File: src/vic_params.svh
`ifndef VIC_PARAMS_SVH
`define VIC_PARAMS_SVH

// ****************************************
// Source orders and vectors
// ****************************************
`define VIC_NSRC        17
`define VIC_ORD_W       5
`define VIC_RSV_A       13
`define VIC_RSV_B       14
`define VIC_VEC_RESET   16'h0000
`define VIC_VEC_BASE    16'h0003
`define VIC_VEC_STEP    16'h0008
`define VIC_CCF_N       3

// ****************************************
// Register offsets
// ****************************************
`define VIC_ADDR_W      4
`define VIC_A_TCTL      4'h0
`define VIC_A_IEN       4'h1
`define VIC_A_IPRI      4'h2
`define VIC_A_XEN1      4'h3
`define VIC_A_XPRI1     4'h4
`define VIC_A_XEN2      4'h5
`define VIC_A_XPRI2     4'h6
`define VIC_A_EVST      4'h7
`define VIC_A_EVMSK     4'h8
`define VIC_A_SVC       4'h9

// ****************************************
// Field positions
// ****************************************
`define VIC_TC_EXT0     1
`define VIC_TC_TMR0     5
`define VIC_TC_EXT1     3
`define VIC_TC_TMR1     7
`define VIC_TC_MASK     8'hAA
`define VIC_IE_GLOBAL   7
`define VIC_EV_LO       0
`define VIC_EV_HI       1
`define VIC_EV_NEST     2
`define VIC_EV_MASK     8'h07

// ****************************************
// Reset values
// ****************************************
`define VIC_RST_BYTE    8'h00

`endif

File: src/vic_pkg.sv
`include "vic_params.svh"

package vic_pkg;

   // ****************************************
   // Level pending flags from the peripherals
   // ****************************************
   typedef struct packed {
      logic                  serial_receive_flag;
      logic                  serial_transmit_flag;
      logic                  timer_two_high_overflow;
      logic                  timer_two_low_overflow;
      logic                  sync_transfer_done;
      logic                  sync_write_collision;
      logic                  sync_mode_fault;
      logic                  sync_receive_overrun;
      logic                  twowire_pending;
      logic                  port_match;
      logic                  conv_window_flag;
      logic                  conv_done_flag;
      logic                  counter_array_overflow;
      logic [`VIC_CCF_N-1:0] counter_channel_flag;
      logic                  comparator_fall_flag;
      logic                  comparator_rise_flag;
      logic                  sense_done_flag;
      logic                  sense_greater_flag;
   } vic_flags_t;

   // ****************************************
   // Set pulses for timer control flags
   // ****************************************
   typedef struct packed {
      logic ext_zero;
      logic timer_zero;
      logic ext_one;
      logic timer_one;
   } vic_tc_set_t;

   // ****************************************
   // Register port request
   // ****************************************
   typedef struct packed {
      logic                   wr;
      logic                   rd;
      logic [`VIC_ADDR_W-1:0] addr;
      logic [7:0]             wdata;
   } vic_bus_req_t;

   // ****************************************
   // Service nesting state
   // ****************************************
   typedef enum logic [1:0] {
      VIC_IDLE   = 2'b00,
      VIC_LOW    = 2'b01,
      VIC_HI_LOW = 2'b11,
      VIC_HIGH   = 2'b10
   } vic_svc_t;

endpackage

File: src/vic_src_gate.sv
module vic_src_gate #(
   parameter bit RESERVED = 1'b0
) (
   // Source state
   input  wire logic i_pending,
   input  wire logic i_enable,
   input  wire logic i_prio,
   input  wire logic i_global,
   // Requests
   output logic      o_req_hi,
   output logic      o_req_lo
);

   logic live;

   assign live     = !RESERVED && i_pending && i_enable && i_global;
   assign o_req_hi = live && i_prio;
   assign o_req_lo = live && !i_prio;

endmodule

File: src/vic_top.sv
// What this block does
// - Reset vectors to 0x0000, unmaskable, outranks every source.
// - Pin zero: vector 0x0003, order 0, hardware-cleared flag, enable/priority bit 0.
// - Timer zero overflow: 0x000B, order 1, control bit 5, enable/priority bit 1.
// - Pin one: 0x0013, order 2, control bit 3, enable/priority bit 2.
// - Timer one overflow: 0x001B, order 3, control bit 7, enable/priority bit 3.
// - Serial port: 0x0023, order 4, receive or transmit flag, bit 4.
// - Timer two: 0x002B, order 5, high or low overflow, bit 5.
// - Sync serial: 0x0033, order 6, any of four flags, bit 6.
// - Two-wire bus: 0x003B, order 7, extended enable/priority 1 bit 0.
// - Port match: 0x0043, order 8, extended bit 1, no own flag.
// - Converter window: 0x004B, order 9, extended register 1 bit 2.
// - Converter done: 0x0053, order 10, extended register 1 bit 3.
// - Counter array: 0x005B, order 11, overflow or channel flag, bit 4.
// - Comparator: 0x0063, order 12, fall or rise flag, bit 5.
// - Sense done: 0x007B, order 15, extended register 2 bit 0.
// - Sense greater: 0x0083, order 16, extended register 2 bit 1.
//
// The strobed register port and the register addresses were left to the implementer.
`include "vic_params.svh"

module vic_top
   import vic_pkg::*;
(
   // Clock and reset
   input  wire logic          i_core_clk,
   input  wire logic          i_arst_n,
   // Register port
   input  wire vic_bus_req_t  i_bus,
   output logic [7:0]         o_rdata,
   // Peripheral flags
   input  wire vic_flags_t    i_flags,
   input  wire vic_tc_set_t   i_tc_set,
   // Processor core
   input  wire logic          i_ack,
   input  wire logic          i_reti,
   output logic               o_irq_req,
   output logic [15:0]        o_vector,
   // Timer control flags for the timers
   output logic [7:0]         o_tctl,
   // Event interrupt
   output logic               o_evt_irq
);

   // ****************************************
   // Declarations
   // ****************************************
   logic [7:0]               tctl_r;
   logic [7:0]               tctl_nxt;
   logic [7:0]               ien_r;
   logic [7:0]               ipri_r;
   logic [7:0]               xen1_r;
   logic [7:0]               xpri1_r;
   logic [7:0]               xen2_r;
   logic [7:0]               xpri2_r;
   logic [7:0]               evst_r;
   logic [7:0]               evst_nxt;
   logic [7:0]               evmsk_r;
   logic [7:0]               rdata_nxt;
   logic [7:0]               rdata_r;
   vic_svc_t                 svc_r;
   vic_svc_t                 svc_nxt;
   logic [`VIC_NSRC-1:0]     pend;
   logic [`VIC_NSRC-1:0]     en;
   logic [`VIC_NSRC-1:0]     pri;
   logic [`VIC_NSRC-1:0]     req_hi;
   logic [`VIC_NSRC-1:0]     req_lo;
   logic                     any_hi;
   logic                     any_lo;
   logic [`VIC_ORD_W-1:0]    ord_hi;
   logic [`VIC_ORD_W-1:0]    ord_lo;
   logic                     take_hi;
   logic                     take_lo;
   logic [`VIC_ORD_W-1:0]    ord_sel;
   logic                     req_nxt;
   logic                     req_r;
   logic                     sel_hi_r;
   logic [`VIC_ORD_W-1:0]    ord_r;
   logic [15:0]              vec_r;
   logic [15:0]              vec_nxt;
   logic                     took;
   logic                     wr_hit;
   logic                     rd_evst;

   // ****************************************
   // Pending vector by natural order
   // ****************************************
   always_comb begin
      pend      = '0;
      pend[0]   = tctl_r[`VIC_TC_EXT0];
      pend[1]   = tctl_r[`VIC_TC_TMR0];
      pend[2]   = tctl_r[`VIC_TC_EXT1];
      pend[3]   = tctl_r[`VIC_TC_TMR1];
      pend[4]   = i_flags.serial_receive_flag
                | i_flags.serial_transmit_flag;
      pend[5]   = i_flags.timer_two_high_overflow
                | i_flags.timer_two_low_overflow;
      pend[6]   = i_flags.sync_transfer_done
                | i_flags.sync_write_collision
                | i_flags.sync_mode_fault
                | i_flags.sync_receive_overrun;
      pend[7]   = i_flags.twowire_pending;
      pend[8]   = i_flags.port_match;
      pend[9]   = i_flags.conv_window_flag;
      pend[10]  = i_flags.conv_done_flag;
      pend[11]  = i_flags.counter_array_overflow
                | (|i_flags.counter_channel_flag);
      pend[12]  = i_flags.comparator_fall_flag
                | i_flags.comparator_rise_flag;
      pend[15]  = i_flags.sense_done_flag;
      pend[16]  = i_flags.sense_greater_flag;
   end

   // ****************************************
   // Enable and priority bit mapping
   // ****************************************
   always_comb begin
      en         = '0;
      pri        = '0;
      en[6:0]    = ien_r[6:0];
      pri[6:0]   = ipri_r[6:0];
      en[12:7]   = xen1_r[5:0];
      pri[12:7]  = xpri1_r[5:0];
      en[16:15]  = xen2_r[1:0];
      pri[16:15] = xpri2_r[1:0];
   end

   // ****************************************
   // Per-source gating
   // ****************************************
   genvar g;
   generate
      for (g = 0; g < `VIC_NSRC; g = g + 1) begin : g_src
         vic_src_gate #(
            .RESERVED ((g == `VIC_RSV_A) || (g == `VIC_RSV_B))
         ) u_gate (
            .i_pending (pend[g]),
            .i_enable  (en[g]),
            .i_prio    (pri[g]),
            .i_global  (ien_r[`VIC_IE_GLOBAL]),
            .o_req_hi  (req_hi[g]),
            .o_req_lo  (req_lo[g])
         );
      end
   endgenerate

   // ****************************************
   // Lowest order wins within a level
   // ****************************************
   always_comb begin
      any_hi = 1'b0;
      any_lo = 1'b0;
      ord_hi = '0;
      ord_lo = '0;
      for (int i = `VIC_NSRC - 1; i >= 0; i--) begin
         if (req_hi[i]) begin
            any_hi = 1'b1;
            ord_hi = `VIC_ORD_W'(i);
         end
         if (req_lo[i]) begin
            any_lo = 1'b1;
            ord_lo = `VIC_ORD_W'(i);
         end
      end
   end

   // ****************************************
   // Preemption decision
   // ****************************************
   always_comb begin
      take_hi = any_hi && (svc_r == VIC_IDLE || svc_r == VIC_LOW);
      take_lo = !take_hi && any_lo && (svc_r == VIC_IDLE);
      ord_sel = take_hi ? ord_hi : ord_lo;
      req_nxt = (take_hi || take_lo) && !took;
      vec_nxt = `VIC_VEC_BASE + 16'(ord_sel) * `VIC_VEC_STEP;
   end

   assign took = i_ack && req_r;

   // ****************************************
   // Request and vector registers
   // ****************************************
   always_ff @(posedge i_core_clk or negedge i_arst_n) begin
      if (!i_arst_n) begin
         req_r    <= 1'b0;
         sel_hi_r <= 1'b0;
         ord_r    <= '0;
         vec_r    <= `VIC_VEC_RESET;
      end else begin
         req_r    <= req_nxt;
         sel_hi_r <= take_hi;
         ord_r    <= ord_sel;
         if (req_nxt) begin
            vec_r <= vec_nxt;
         end
      end
   end

   // ****************************************
   // Service nesting
   // ****************************************
   always_comb begin
      svc_nxt = svc_r;
      if (took) begin
         case (svc_r)
            VIC_IDLE: begin
               svc_nxt = sel_hi_r ? VIC_HIGH : VIC_LOW;
            end
            VIC_LOW: begin
               svc_nxt = VIC_HI_LOW;
            end
            default: begin
               svc_nxt = svc_r;
            end
         endcase
      end else if (i_reti) begin
         case (svc_r)
            VIC_HIGH:   svc_nxt = VIC_IDLE;
            VIC_HI_LOW: svc_nxt = VIC_LOW;
            VIC_LOW:    svc_nxt = VIC_IDLE;
            default:    svc_nxt = VIC_IDLE;
         endcase
      end
   end

   always_ff @(posedge i_core_clk or negedge i_arst_n) begin
      if (!i_arst_n) begin
         svc_r <= VIC_IDLE;
      end else begin
         svc_r <= svc_nxt;
      end
   end

   // ****************************************
   // Timer control flags
   // ****************************************
   assign wr_hit = i_bus.wr && (i_bus.addr == `VIC_A_TCTL);

   always_comb begin
      tctl_nxt = tctl_r;
      if (wr_hit) begin
         tctl_nxt = i_bus.wdata & `VIC_TC_MASK;
      end
      if (took && (ord_r < `VIC_ORD_W'(4))) begin
         case (ord_r)
            `VIC_ORD_W'(0): tctl_nxt[`VIC_TC_EXT0] = 1'b0;
            `VIC_ORD_W'(1): tctl_nxt[`VIC_TC_TMR0] = 1'b0;
            `VIC_ORD_W'(2): tctl_nxt[`VIC_TC_EXT1] = 1'b0;
            `VIC_ORD_W'(3): tctl_nxt[`VIC_TC_TMR1] = 1'b0;
            default:        tctl_nxt = tctl_nxt;
         endcase
      end
      // Set pulses win over any clear
      if (i_tc_set.ext_zero) begin
         tctl_nxt[`VIC_TC_EXT0] = 1'b1;
      end
      if (i_tc_set.timer_zero) begin
         tctl_nxt[`VIC_TC_TMR0] = 1'b1;
      end
      if (i_tc_set.ext_one) begin
         tctl_nxt[`VIC_TC_EXT1] = 1'b1;
      end
      if (i_tc_set.timer_one) begin
         tctl_nxt[`VIC_TC_TMR1] = 1'b1;
      end
   end

   always_ff @(posedge i_core_clk or negedge i_arst_n) begin
      if (!i_arst_n) begin
         tctl_r <= `VIC_RST_BYTE;
      end else begin
         tctl_r <= tctl_nxt;
      end
   end

   // ****************************************
   // Enable and priority registers
   // ****************************************
   always_ff @(posedge i_core_clk or negedge i_arst_n) begin
      if (!i_arst_n) begin
         ien_r   <= `VIC_RST_BYTE;
         ipri_r  <= `VIC_RST_BYTE;
         xen1_r  <= `VIC_RST_BYTE;
         xpri1_r <= `VIC_RST_BYTE;
         xen2_r  <= `VIC_RST_BYTE;
         xpri2_r <= `VIC_RST_BYTE;
         evmsk_r <= `VIC_RST_BYTE;
      end else if (i_bus.wr) begin
         case (i_bus.addr)
            `VIC_A_IEN:   ien_r   <= i_bus.wdata;
            `VIC_A_IPRI:  ipri_r  <= {1'b0, i_bus.wdata[6:0]};
            `VIC_A_XEN1:  xen1_r  <= {2'b00, i_bus.wdata[5:0]};
            `VIC_A_XPRI1: xpri1_r <= {2'b00, i_bus.wdata[5:0]};
            `VIC_A_XEN2:  xen2_r  <= {6'b00_0000, i_bus.wdata[1:0]};
            `VIC_A_XPRI2: xpri2_r <= {6'b00_0000, i_bus.wdata[1:0]};
            `VIC_A_EVMSK: evmsk_r <= i_bus.wdata & `VIC_EV_MASK;
            default:      ien_r   <= ien_r;
         endcase
      end
   end

   // ****************************************
   // Event status, cleared by read
   // ****************************************
   assign rd_evst = i_bus.rd && (i_bus.addr == `VIC_A_EVST);

   always_comb begin
      evst_nxt = rd_evst ? `VIC_RST_BYTE : evst_r;
      if (took && !sel_hi_r) begin
         evst_nxt[`VIC_EV_LO] = 1'b1;
      end
      if (took && sel_hi_r) begin
         evst_nxt[`VIC_EV_HI] = 1'b1;
      end
      if (took && sel_hi_r && svc_r == VIC_LOW) begin
         evst_nxt[`VIC_EV_NEST] = 1'b1;
      end
   end

   always_ff @(posedge i_core_clk or negedge i_arst_n) begin
      if (!i_arst_n) begin
         evst_r <= `VIC_RST_BYTE;
      end else begin
         evst_r <= evst_nxt;
      end
   end

   // ****************************************
   // Read data, one cycle after the strobe
   // ****************************************
   always_comb begin
      rdata_nxt = `VIC_RST_BYTE;
      if (i_bus.rd) begin
         case (i_bus.addr)
            `VIC_A_TCTL:  rdata_nxt = tctl_r;
            `VIC_A_IEN:   rdata_nxt = ien_r;
            `VIC_A_IPRI:  rdata_nxt = ipri_r;
            `VIC_A_XEN1:  rdata_nxt = xen1_r;
            `VIC_A_XPRI1: rdata_nxt = xpri1_r;
            `VIC_A_XEN2:  rdata_nxt = xen2_r;
            `VIC_A_XPRI2: rdata_nxt = xpri2_r;
            `VIC_A_EVST:  rdata_nxt = evst_r;
            `VIC_A_EVMSK: rdata_nxt = evmsk_r;
            `VIC_A_SVC:   rdata_nxt = {1'b0, req_r, svc_r, 4'h0} | {3'b000, ord_r};
            default:      rdata_nxt = `VIC_RST_BYTE;
         endcase
      end
   end

   always_ff @(posedge i_core_clk or negedge i_arst_n) begin
      if (!i_arst_n) begin
         rdata_r <= `VIC_RST_BYTE;
      end else begin
         rdata_r <= rdata_nxt;
      end
   end

   // ****************************************
   // Outputs
   // ****************************************
   assign o_rdata   = rdata_r;
   assign o_irq_req = req_r;
   assign o_vector  = vec_r;
   assign o_tctl    = tctl_r;
   assign o_evt_irq = |(evst_r & evmsk_r);

endmodule

File: config.mk
export PLATFORM = sky130hd
export DESIGN_NAME = vic_top
export DESIGN_NICKNAME = d
export VERILOG_FILES = /design/src/vic_pkg.sv /design/src/vic_src_gate.sv /design/src/vic_top.sv
export VERILOG_INCLUDE_DIRS = /design/src
export SDC_FILE = /design/constraint.sdc
export NUM_CORES = 1
export LEC_CHECK = 0
export BUFFER_PORTS_ARGS = -buffer_cell sky130_fd_sc_hd__buf_2
export CORE_ASPECT_RATIO = 1.75
export CORE_MARGIN = 2
export CORE_UTILIZATION = 49
export CTS_CLUSTER_DIAMETER = 100
export DETAILED_ROUTE_END_ITERATION = 16
export PLACE_DENSITY = 0.75
export SLEW_MARGIN = 20
export SYNTH_ARGS = -nofsm -noshare
export SYNTH_HDL_FRONTEND = slang
export SYNTH_SLANG_ARGS = --single-unit
File: constraint.sdc
create_clock -name i_core_clk -period 2.2 [get_ports i_core_clk]
set_clock_uncertainty 0.15 [all_clocks]
set_input_delay 0.11 -clock i_core_clk [delete_from_list [all_inputs] [get_ports i_core_clk]]
set_output_delay 0.11 -clock i_core_clk [all_outputs]
set_load 0.005 [all_outputs]
# Word level (Yosys, flattened, before mapping)

Index checks and enable logic that the tools add are counted.

Logic and storage cells: 233
Bits in registers: 78
Input bits: 42
Output and inout port bits: 34

Equality and inequality tests: 15
Bitwise gates (word level): 9
Multiplexer cells: 82
Reductions and logical operators: 108
$add $sub $neg: 1
Magnitude comparators: 1

Operators with widths:

| kind                | number |
|---|---|
| $mux 5              | 31 |
| $pmux 8 s10         | 1 |
| $logic_and 1x1->1   | 71 |
| $mux 1              | 42 |
| $mux 8              | 3 |
| $logic_not 1->1     | 18 |
| $eq 4x3->1 const B  | 4 |
| $reduce_and 2->1    | 8 |
| $eq 5x2->1 const B  | 2 |
| $add 2x8->9 const A | 1 |
| $eq 4x2->1 const B  | 2 |
| $eq 4x4->1 const B  | 2 |
| $reduce_bool 2->1   | 4 |
| $reduce_or 8->1     | 1 |
| $or 1x1->1          | 7 |
| $or 7x5->7          | 1 |
| $mux 2              | 3 |
| $eq 5x1->1 const B  | 1 |
| $logic_not 5->1     | 1 |
| $lt 5x3->1 const B  | 1 |
| $eq 4x1->1 const B  | 1 |
| $logic_not 4->1     | 1 |
| $pmux 2 s2          | 1 |
| $and 3x3->3         | 1 |
| other kinds (7)     | 8 |

# Longest topological paths before layout

Gate-level depths: netlist of run 1.

Depth in word-level cells: 24
Gate-level depth with buffers: 10
Mapped depth without buffers: 7

# Hierarchy

Synthesis of run 1 repeated with hierarchy kept, for this count alone.

Cell total of the unflattened synthesis: 363
Area, all modules: 3803.6 um^2

By module, submodules not included:

| module                              | seq. area each (um^2) | times used | area each (um^2) | cells an instance |
|---|---|---|---|---|
| vic_top                             | 1601.5                | 1          | 3465.8           | 327 |
| vic_src_gate (g_src[0].u_gate ...)  | 0.0                   | 15         | 20.0             | 2 |
| vic_src_gate (g_src[13].u_gate ...) | 0.0                   | 2          | 18.8             | 3 |

# Worst setup path before layout of run 1

Ideal clock, no wire load.

Path kind: flip-flop to flip-flop
From: register ien_r[7]
To: register vec_r[4] (netlist: o_vector[4])
Path buffers: 1
Library setup time: 0.126 ns
Path slack: -0.110 ns
Data arrival time: 2.034 ns
Period minus slack after synthesis: 2.310 ns
Cell stages (with the launch flop): 8
Required time: 1.924 ns
Path through: dfrtp_1 -> buf_6 -> and4b_4 -> or4_4 -> nor3_4 -> a31oi_2 -> nor4b_1 -> a221o_1

Cells in the longest elaborated chain, start to end: 23
Elaborated cells between the ends (all ways): 111
Classes of those cells: add/sub (1); mux (59); reduce/logical (51)

RTL lines:

| item                                                       | line           | RTL |
|---|---|---|
| from (decl)                                                | vic_top.sv:50  | `logic [7:0] ien_r;` |
| from (signal assigned)                                     | vic_top.sv:281 | `` ien_r <= `VIC_RST_BYTE; `` |
| from (signal assigned)                                     | vic_top.sv:290 | `` `VIC_A_IEN: ien_r <= i_bus.wdata; `` |
| from (signal assigned)                                     | vic_top.sv:297 | `default: ien_r <= ien_r;` |
| branches (longest 23 deep; another with $logic_and 1x1->1) | --             |  |
| to (signal assigned)                                       | vic_top.sv:188 | `` vec_r <= `VIC_VEC_RESET; `` |
| to (signal assigned)                                       | vic_top.sv:194 | `vec_r <= vec_nxt;` |
| to (decl)                                                  | vic_top.sv:79  | `logic [15:0] vec_r;` |

Several ways; the timed one is not identified.
A chain may end at the register's enable or synchronous reset.

# Worst setup path after layout of run 1

Ends and elaborated chain as after synthesis.

==> results of run 1 <==
[routing by layer]
metal	vias to the layer above	part of all wire [%]	global-route usage, %
met1	1778	37	31.74
met4	0	4.9	20.87
met3	31	3.9	4.817
li1	1692	-	-
met5	-	0	0
met2	132	54	54.79
[flip-flops by register name, summed over array words and instances, names as in the netlist]
signal and cells:
ien_r 8, sel_hi_r 1, evmsk_r 3, o_vector 6, o_rdata 8, xen1_r 6, xpri1_r 6, evst_r 3
ord_r 5, svc_r 2, ipri_r 7, o_irq_req 1, xpri2_r 2, o_tctl 4, xen2_r 2
[worst min-delay path, delay by kind of cell]
kind,cells,cell delay (ps)
mux,1,150
buf+inv,1,140
simple gates,1,90
[final cells by class]
type / count / share of cell area, %
Sequential cell: 64 / 31.50
Multi-Input combinational cell: 299 / 41.73
Tap cell: 88 / 2.164
Timing Repair Buffer: 135 / 18.07
Clock inverter: 5 / 1.106
Clock buffer: 11 / 4.770
Inverter: 9 / 0.6639
[worst paths after layout]
check                      slack, ps                       to
min in group asynchronous        200    xen1_r[3]$_DFFE_PN0P_
setup reg to reg                 -60  o_vector[4]$_DFFE_PN0P_
hold reg to reg                  340  o_vector[1]$_DFFE_PN0P_
max in group asynchronous       1080  o_vector[5]$_DFFE_PN0P_
setup / recovery                 -60  o_vector[4]$_DFFE_PN0P_
hold / removal                    30   xpri2_r[0]$_DFFE_PN0P_
[per-stage QoR]
| stage | area (um2) | std cells | utilization, % |
|---|---|---|---|
| 6_report | 5089 | 611 | 66.78 |
| 5_1_grt | 5089 | 611 | 66.78 |
| 4_1_cts | 5062 | 611 | 66.44 |
| 3_5_place_dp | 4553 | 577 | 59.75 |
| 3_3_place_gp | 4553 | 577 | 59.75 |
| 2_1_floorplan | 3906 | 403 | - |
[cell families after synthesis]
group / synth area share [%]
multiplexers: 13.87
buffers and inverters: 6.027
AND/OR/NAND/NOR: 22.68
other: 0.09712
flip-flops: 41.48
AO/OA/AOI/OAI: 15.85
[synth_stat cells (all sizes together), types with 4 or more instances]
| cell | count |
|---|---|
| dfrtp | 64 |
| mux2 | 36 |
| nand2 | 32 |
| nor2 | 28 |
| buf | 25 |
| o21ai | 21 |
| a21oi | 15 |
| mux2i | 13 |
| nand4 | 13 |
| nand2b | 11 |
| nand3 | 10 |
| inv | 9 |
| nor3 | 8 |
| or2 | 7 |
| a211oi | 6 |
| and4b | 6 |
| clkbuf | 6 |
| a21o | 5 |
| nand4b | 5 |
| o211ai | 5 |
| a31oi | 4 |
| nor2b | 4 |
| nor3b | 4 |
| nor4 | 4 |
[repair_timing]
action / CTS / global route
pin swaps: 2 / 2
hold buffers: 15 / 0
setup endpoints to repair: 7 / 10
buffers inserted: 3 / 0
hold endpoints to repair: 62 / 0
gates resized for setup: 8 / 6
[power by group]
group / switching [mW] / internal, mW / total, mW
clock: 0.512 / 0.904 / 1.42
combinational: 0.991 / 0.923 / 1.91
sequential: 0.332 / 1.49 / 1.82
==> results.tsv, run 1 <==
metric	value	unit
share of cells above drive strength 1	36.71	%
CP Max Fanout	6	
Die Wd	71.11	um
ANT nets after route	0	
I/O pin cnt	76	
Place WS	-100.6	ps
startpoint of the worst hold path	i_bus[13]	
Area Growth Syn to Fin	31.79	%
initial antenna violation count	0	
EDFF count, synth	0	
Seq cells post-synth	64	
H-Tree Depth	3	
Die Area	8634	um2
Final Hold Fails	0	
CP startpoint	ien_r[7]$_DFFE_PN0P_	
critical path's slowest cell	or4_4	
Yosys warnings	0	
Power Dens Cells	1011	nW/um2
relative slew slack	57.88	%
Buffers & Inverters on Critical Path	1	
starting density of the core	50.67	%
clk sink count	64	
top_reg_cell synth	dfrtp_1	
Reg2Reg Depth	7	
CTS tree	yes	
Total Power	5.147	mW
area of the multi-input gates	2123	um2
CP startpoint kind	register	
DPL Wire Length	9752	um
Die Y	121.4	um
worst endpoint data arrival time	2330	ps
Final Cycle Share	102.6	%
Max Cap Viol	0	
Synth cell types	64	
fin crit period	2258	ps
RD Place Congestion	1.086	
critical-path cell list	buf_6 > and4b_1 > or4_4 > nor3_4 > a31oi_4 > nor4b_4 > a221o_1	
RSZ-0062 raised after global routing	yes	
Final setup viols	5	
Routed WL	12440	um
WHS Path Cells	3	
drt first-iter violations	310	
commonest non-fill, non-tap cell in the layout	dfrtp_1	
share of the synthesized area in the top cell type	41.48	%
CP Class	register to register	
Mapped Cells	391	
root buffer cell	clkbuf_16	
top post-synthesis cells by area	dfrtp_1, mux2_2, buf_4	
routed len/inst	20.36	um
Synth async-reset ratio	100.0	%
Final Max Tran Viols	0	
Clock Latency Late Sink	340	ps
fillers	611	
CP peak stage delay	470	ps
Worst-Margin Slew	631.8	ps
Max Root-Sink Buffers	2	
Worst EP required	2270	ps
first-pass iteration count of the detailed router	4	
pin count of the biggest net entering global routing	38	
vias in the first global route	3764	
CTS clk-pin slew, worst paths	60	ps
Num CTS Buffers	9	
syn avg cell area	9.875	um2
Setup TNS	-150.9	ps
Pleak	2.374	nW
origin of the critical flop-to-flop path	ien_r[7]$_DFFE_PN0P_	
Peak supply drop	0.7599	mV
Hold Slack	27.14	ps
antenna cells	0	
Hold Crit Class	input pin to register	
Final nets	560	
core area	7620	um2
fmax	0.4429	GHz
IO buf count	62	
Site Rows	42	
Residual DRC	0	
first-pass GRT wire length	19420	um
instance count on the critical path	7	
remaining global-route overflow	0	
commonest cells after routing, fill and taps aside	dfrtp_1, buf_2, buf_4, mux2_2, nand2_1	
via density per instance	5.946	
failing checks	negative setup slack	
Mapped Area	3861	um2
delay-heaviest family, CP	simple AND/OR/NAND/NOR gates	
register area	1603	um2
Yosys top cell by area	dfrtp_1	
setup ws final	-57.85	ps
post-synthesis sequential area ratio	41.48	%
Worst setup EP type	register	
Total GRT Usage	30.52	%
Vias	3633	
status	finished with violations	
(Power assumes the default switching activity.)
==> run 2, diff against run 1 <==
CTS_BUF_LIST = sky130_fd_sc_hd__clkbuf_16   (was default)
CTS_CLUSTER_SIZE = 30   (was default)
==> run 2 against run 1 <==
Against the previous run:
- the run still ends with negative setup slack left
- sequential power is essentially flat
- design area down 0.20%
- sequential share of layout area grew 0.062 points
- flip-flop and latch count stayed put
- total power down 0.72%
- cell count did not move
- first-iteration DRC count fell by 10%
- critical path depth unchanged
- register-to-register slack hardly changed
- core utilization down 0.13 points
- combinational power is essentially flat
==> results.tsv, run 2 (synthesis gave the netlist of run 1 again) <==
metric	value	unit	change
CP Class	register to register		
Die Y	121.4	um	unchanged
Reg2Reg Depth	7		unchanged
status	finished with violations		
CTS clk-pin slew, worst paths	60	ps	about the same
Max Root-Sink Buffers	2		unchanged
Peak supply drop	0.7587	mV	-0.15%
DPL Wire Length	9752	um	unchanged
ANT nets after route	0		unchanged
vias in the first global route	3738		-0.69%
Power Dens Cells	1006	nW/um2	-0.52%
fmax	0.4428	GHz	about the same
Worst setup EP type	register		
I/O pin cnt	76		unchanged
Final Max Tran Viols	0		unchanged
fin crit period	2258	ps	+0.5687 ps
commonest non-fill, non-tap cell in the layout	dfrtp_1		
CP startpoint kind	register		
antenna cells	0		unchanged
Clock Latency Late Sink	340	ps	about the same
Worst EP required	2280	ps	about the same
RSZ-0062 raised after global routing	yes		
routed len/inst	20.25	um	-0.54%
CP startpoint	ien_r[7]$_DFFE_PN0P_		
IO buf count	62		unchanged
Vias	3623		-0.28%
Worst-Margin Slew	627.3	ps	-4.491 ps
relative slew slack	58.18	%	+0.30 points
root buffer cell	clkbuf_16		
Total GRT Usage	30.44	%	-0.087 points
capture point of the worst path	o_vector[4]$_DFFE_PN0P_		
drt first-iter violations	278		-10%
pin count of the biggest net entering global routing	38		unchanged
flop-to-flop setup slack	-60	ps	about the same
starting density of the core	50.67	%	unchanged
Routed WL	12370	um	-0.54%
Final setup viols	5		unchanged
Pleak	2.372	nW	about the same
H-Tree Depth	3		unchanged
Total Power	5.110	mW	-0.72%
share of cells above drive strength 1	36.52	%	-0.19 points
area of the multi-input gates	2123	um2	unchanged
Final Hold Fails	0		unchanged
via density per instance	5.930		-0.28%
register area	1603	um2	unchanged
worst endpoint data arrival time	2330	ps	about the same
failing checks	negative setup slack		
Final nets	560		unchanged
met3 WL	349	um	-28%
top layer in use	met4		
setup ws final	-58.42	ps	-0.5687 ps
Area Growth Syn to Fin	31.53	%	
initial antenna violation count	0		unchanged
Place WS	-100.6	ps	unchanged
Final Cycle Share	102.7	%	about the same
Residual DRC	0		unchanged
core area	7620	um2	unchanged
commonest cells after routing, fill and taps aside	dfrtp_1, buf_2, buf_4, mux2_2, nand2_1		
Die Area	8634	um2	unchanged
first-pass GRT wire length	19370	um	-0.28%
WL met1	4660	um	+1.3%
Site Rows	42		unchanged
Num CTS Buffers	9		unchanged
Die Wd	71.11	um	unchanged
fillers	618		+1.1%
Reg-to-Reg End	o_vector[4]$_DFFE_PN0P_		
remaining global-route overflow	0		unchanged
Max Cap Viol	0		unchanged
clk sink count	64		unchanged
Hold Crit Class	input pin to register		
first-pass iteration count of the detailed router	4		unchanged
origin of the critical flop-to-flop path	ien_r[7]$_DFFE_PN0P_		
CP Max Fanout	6		unchanged
RD Place Congestion	1.086		unchanged
routed wl met2	6671	um	-1.1%
CTS tree	yes		
## run 2: cell types whose count changed in the layout (fill, tap and decap cells not counted), sizes merged
cell and change:
clkbuf -2, clkinv +1, inv +1
## run 2: power breakdown
part | internal (mW) | switching [mW]
registers | 1.49 | 0.336
logic | 0.923 | 0.989
clock network | 0.864 | 0.513
## run 2: metal layers
metal / up-vias / GRT usage [%]
met3: 33 / 3.821
met2: 114 / 54.73
met1: 1783 / 31.63
li1: 1693 / -
met4: 0 / 22.05
met5: - / 0
## run 2: critical path, stage by stage (launching register included)
cell and delay [ps]:
dfrtp_2 440, buf_6 130, and4b_1 190, or4_4 470, nor3_4 210, a31oi_4 140
nor4b_4 150, a221o_1 250
## run 2: worst min-delay path by stage
stage | endpoint | depth (start not counted) | start | slack [ps]
final | o_rdata[2]$_DFF_PN0_ | 3 | i_bus[8] | 20
after CTS | o_rdata[2]$_DFF_PN0_ | 3 | i_bus[8] | 9
after floorplan | evmsk_r[0]$_DFFE_PN0P_ | 0 | i_arst_n | -340
after detailed placement | xen1_r[3]$_DFFE_PN0P_ | 1 | i_arst_n | 7
after global placement | xpri1_r[1]$_DFFE_PN0P_ | 1 | i_arst_n | 6
after global routing | xpri2_r[0]$_DFFE_PN0P_ | 3 | i_bus[13] | 50
## run 2: final cells by class
class,count,area share [%]
Sequential cell,64,31.56
Tap cell,88,2.168
Clock buffer,9,4.435
Multi-Input combinational cell,299,41.81
Inverter,9,0.6652
Clock inverter,7,1.256
Timing Repair Buffer,135,18.11
## run 2: what timing repair did
item / 4_1_cts / 5_1_grt
buffers inserted: 3 / 0
endpoints found under the hold margin: 60 / 0
gates cloned: 0 / 0
setup endpoints to repair: 7 / 10
pin swaps: 2 / 2
gates resized for setup: 8 / 6
hold buffers: 15 / 0
## run 2: through the flow
stage | cell area [um2] | hold WS [ps] | util (%) | std cells | TNS [ps]
6_report | 5079 | 19.05 | 66.65 | 611 | -160.5
5_1_grt | 5079 | 50.04 | 66.65 | 611 | -1018
4_1_cts | 5052 | 8.754 | 66.31 | 611 | -89.77
3_5_place_dp | 4553 | 7.097 | 59.75 | 577 | -218.0
3_3_place_gp | 4553 | 5.571 | 59.75 | 577 | -34.28
2_1_floorplan | 3906 | -335.6 | - | 403 | -39.97
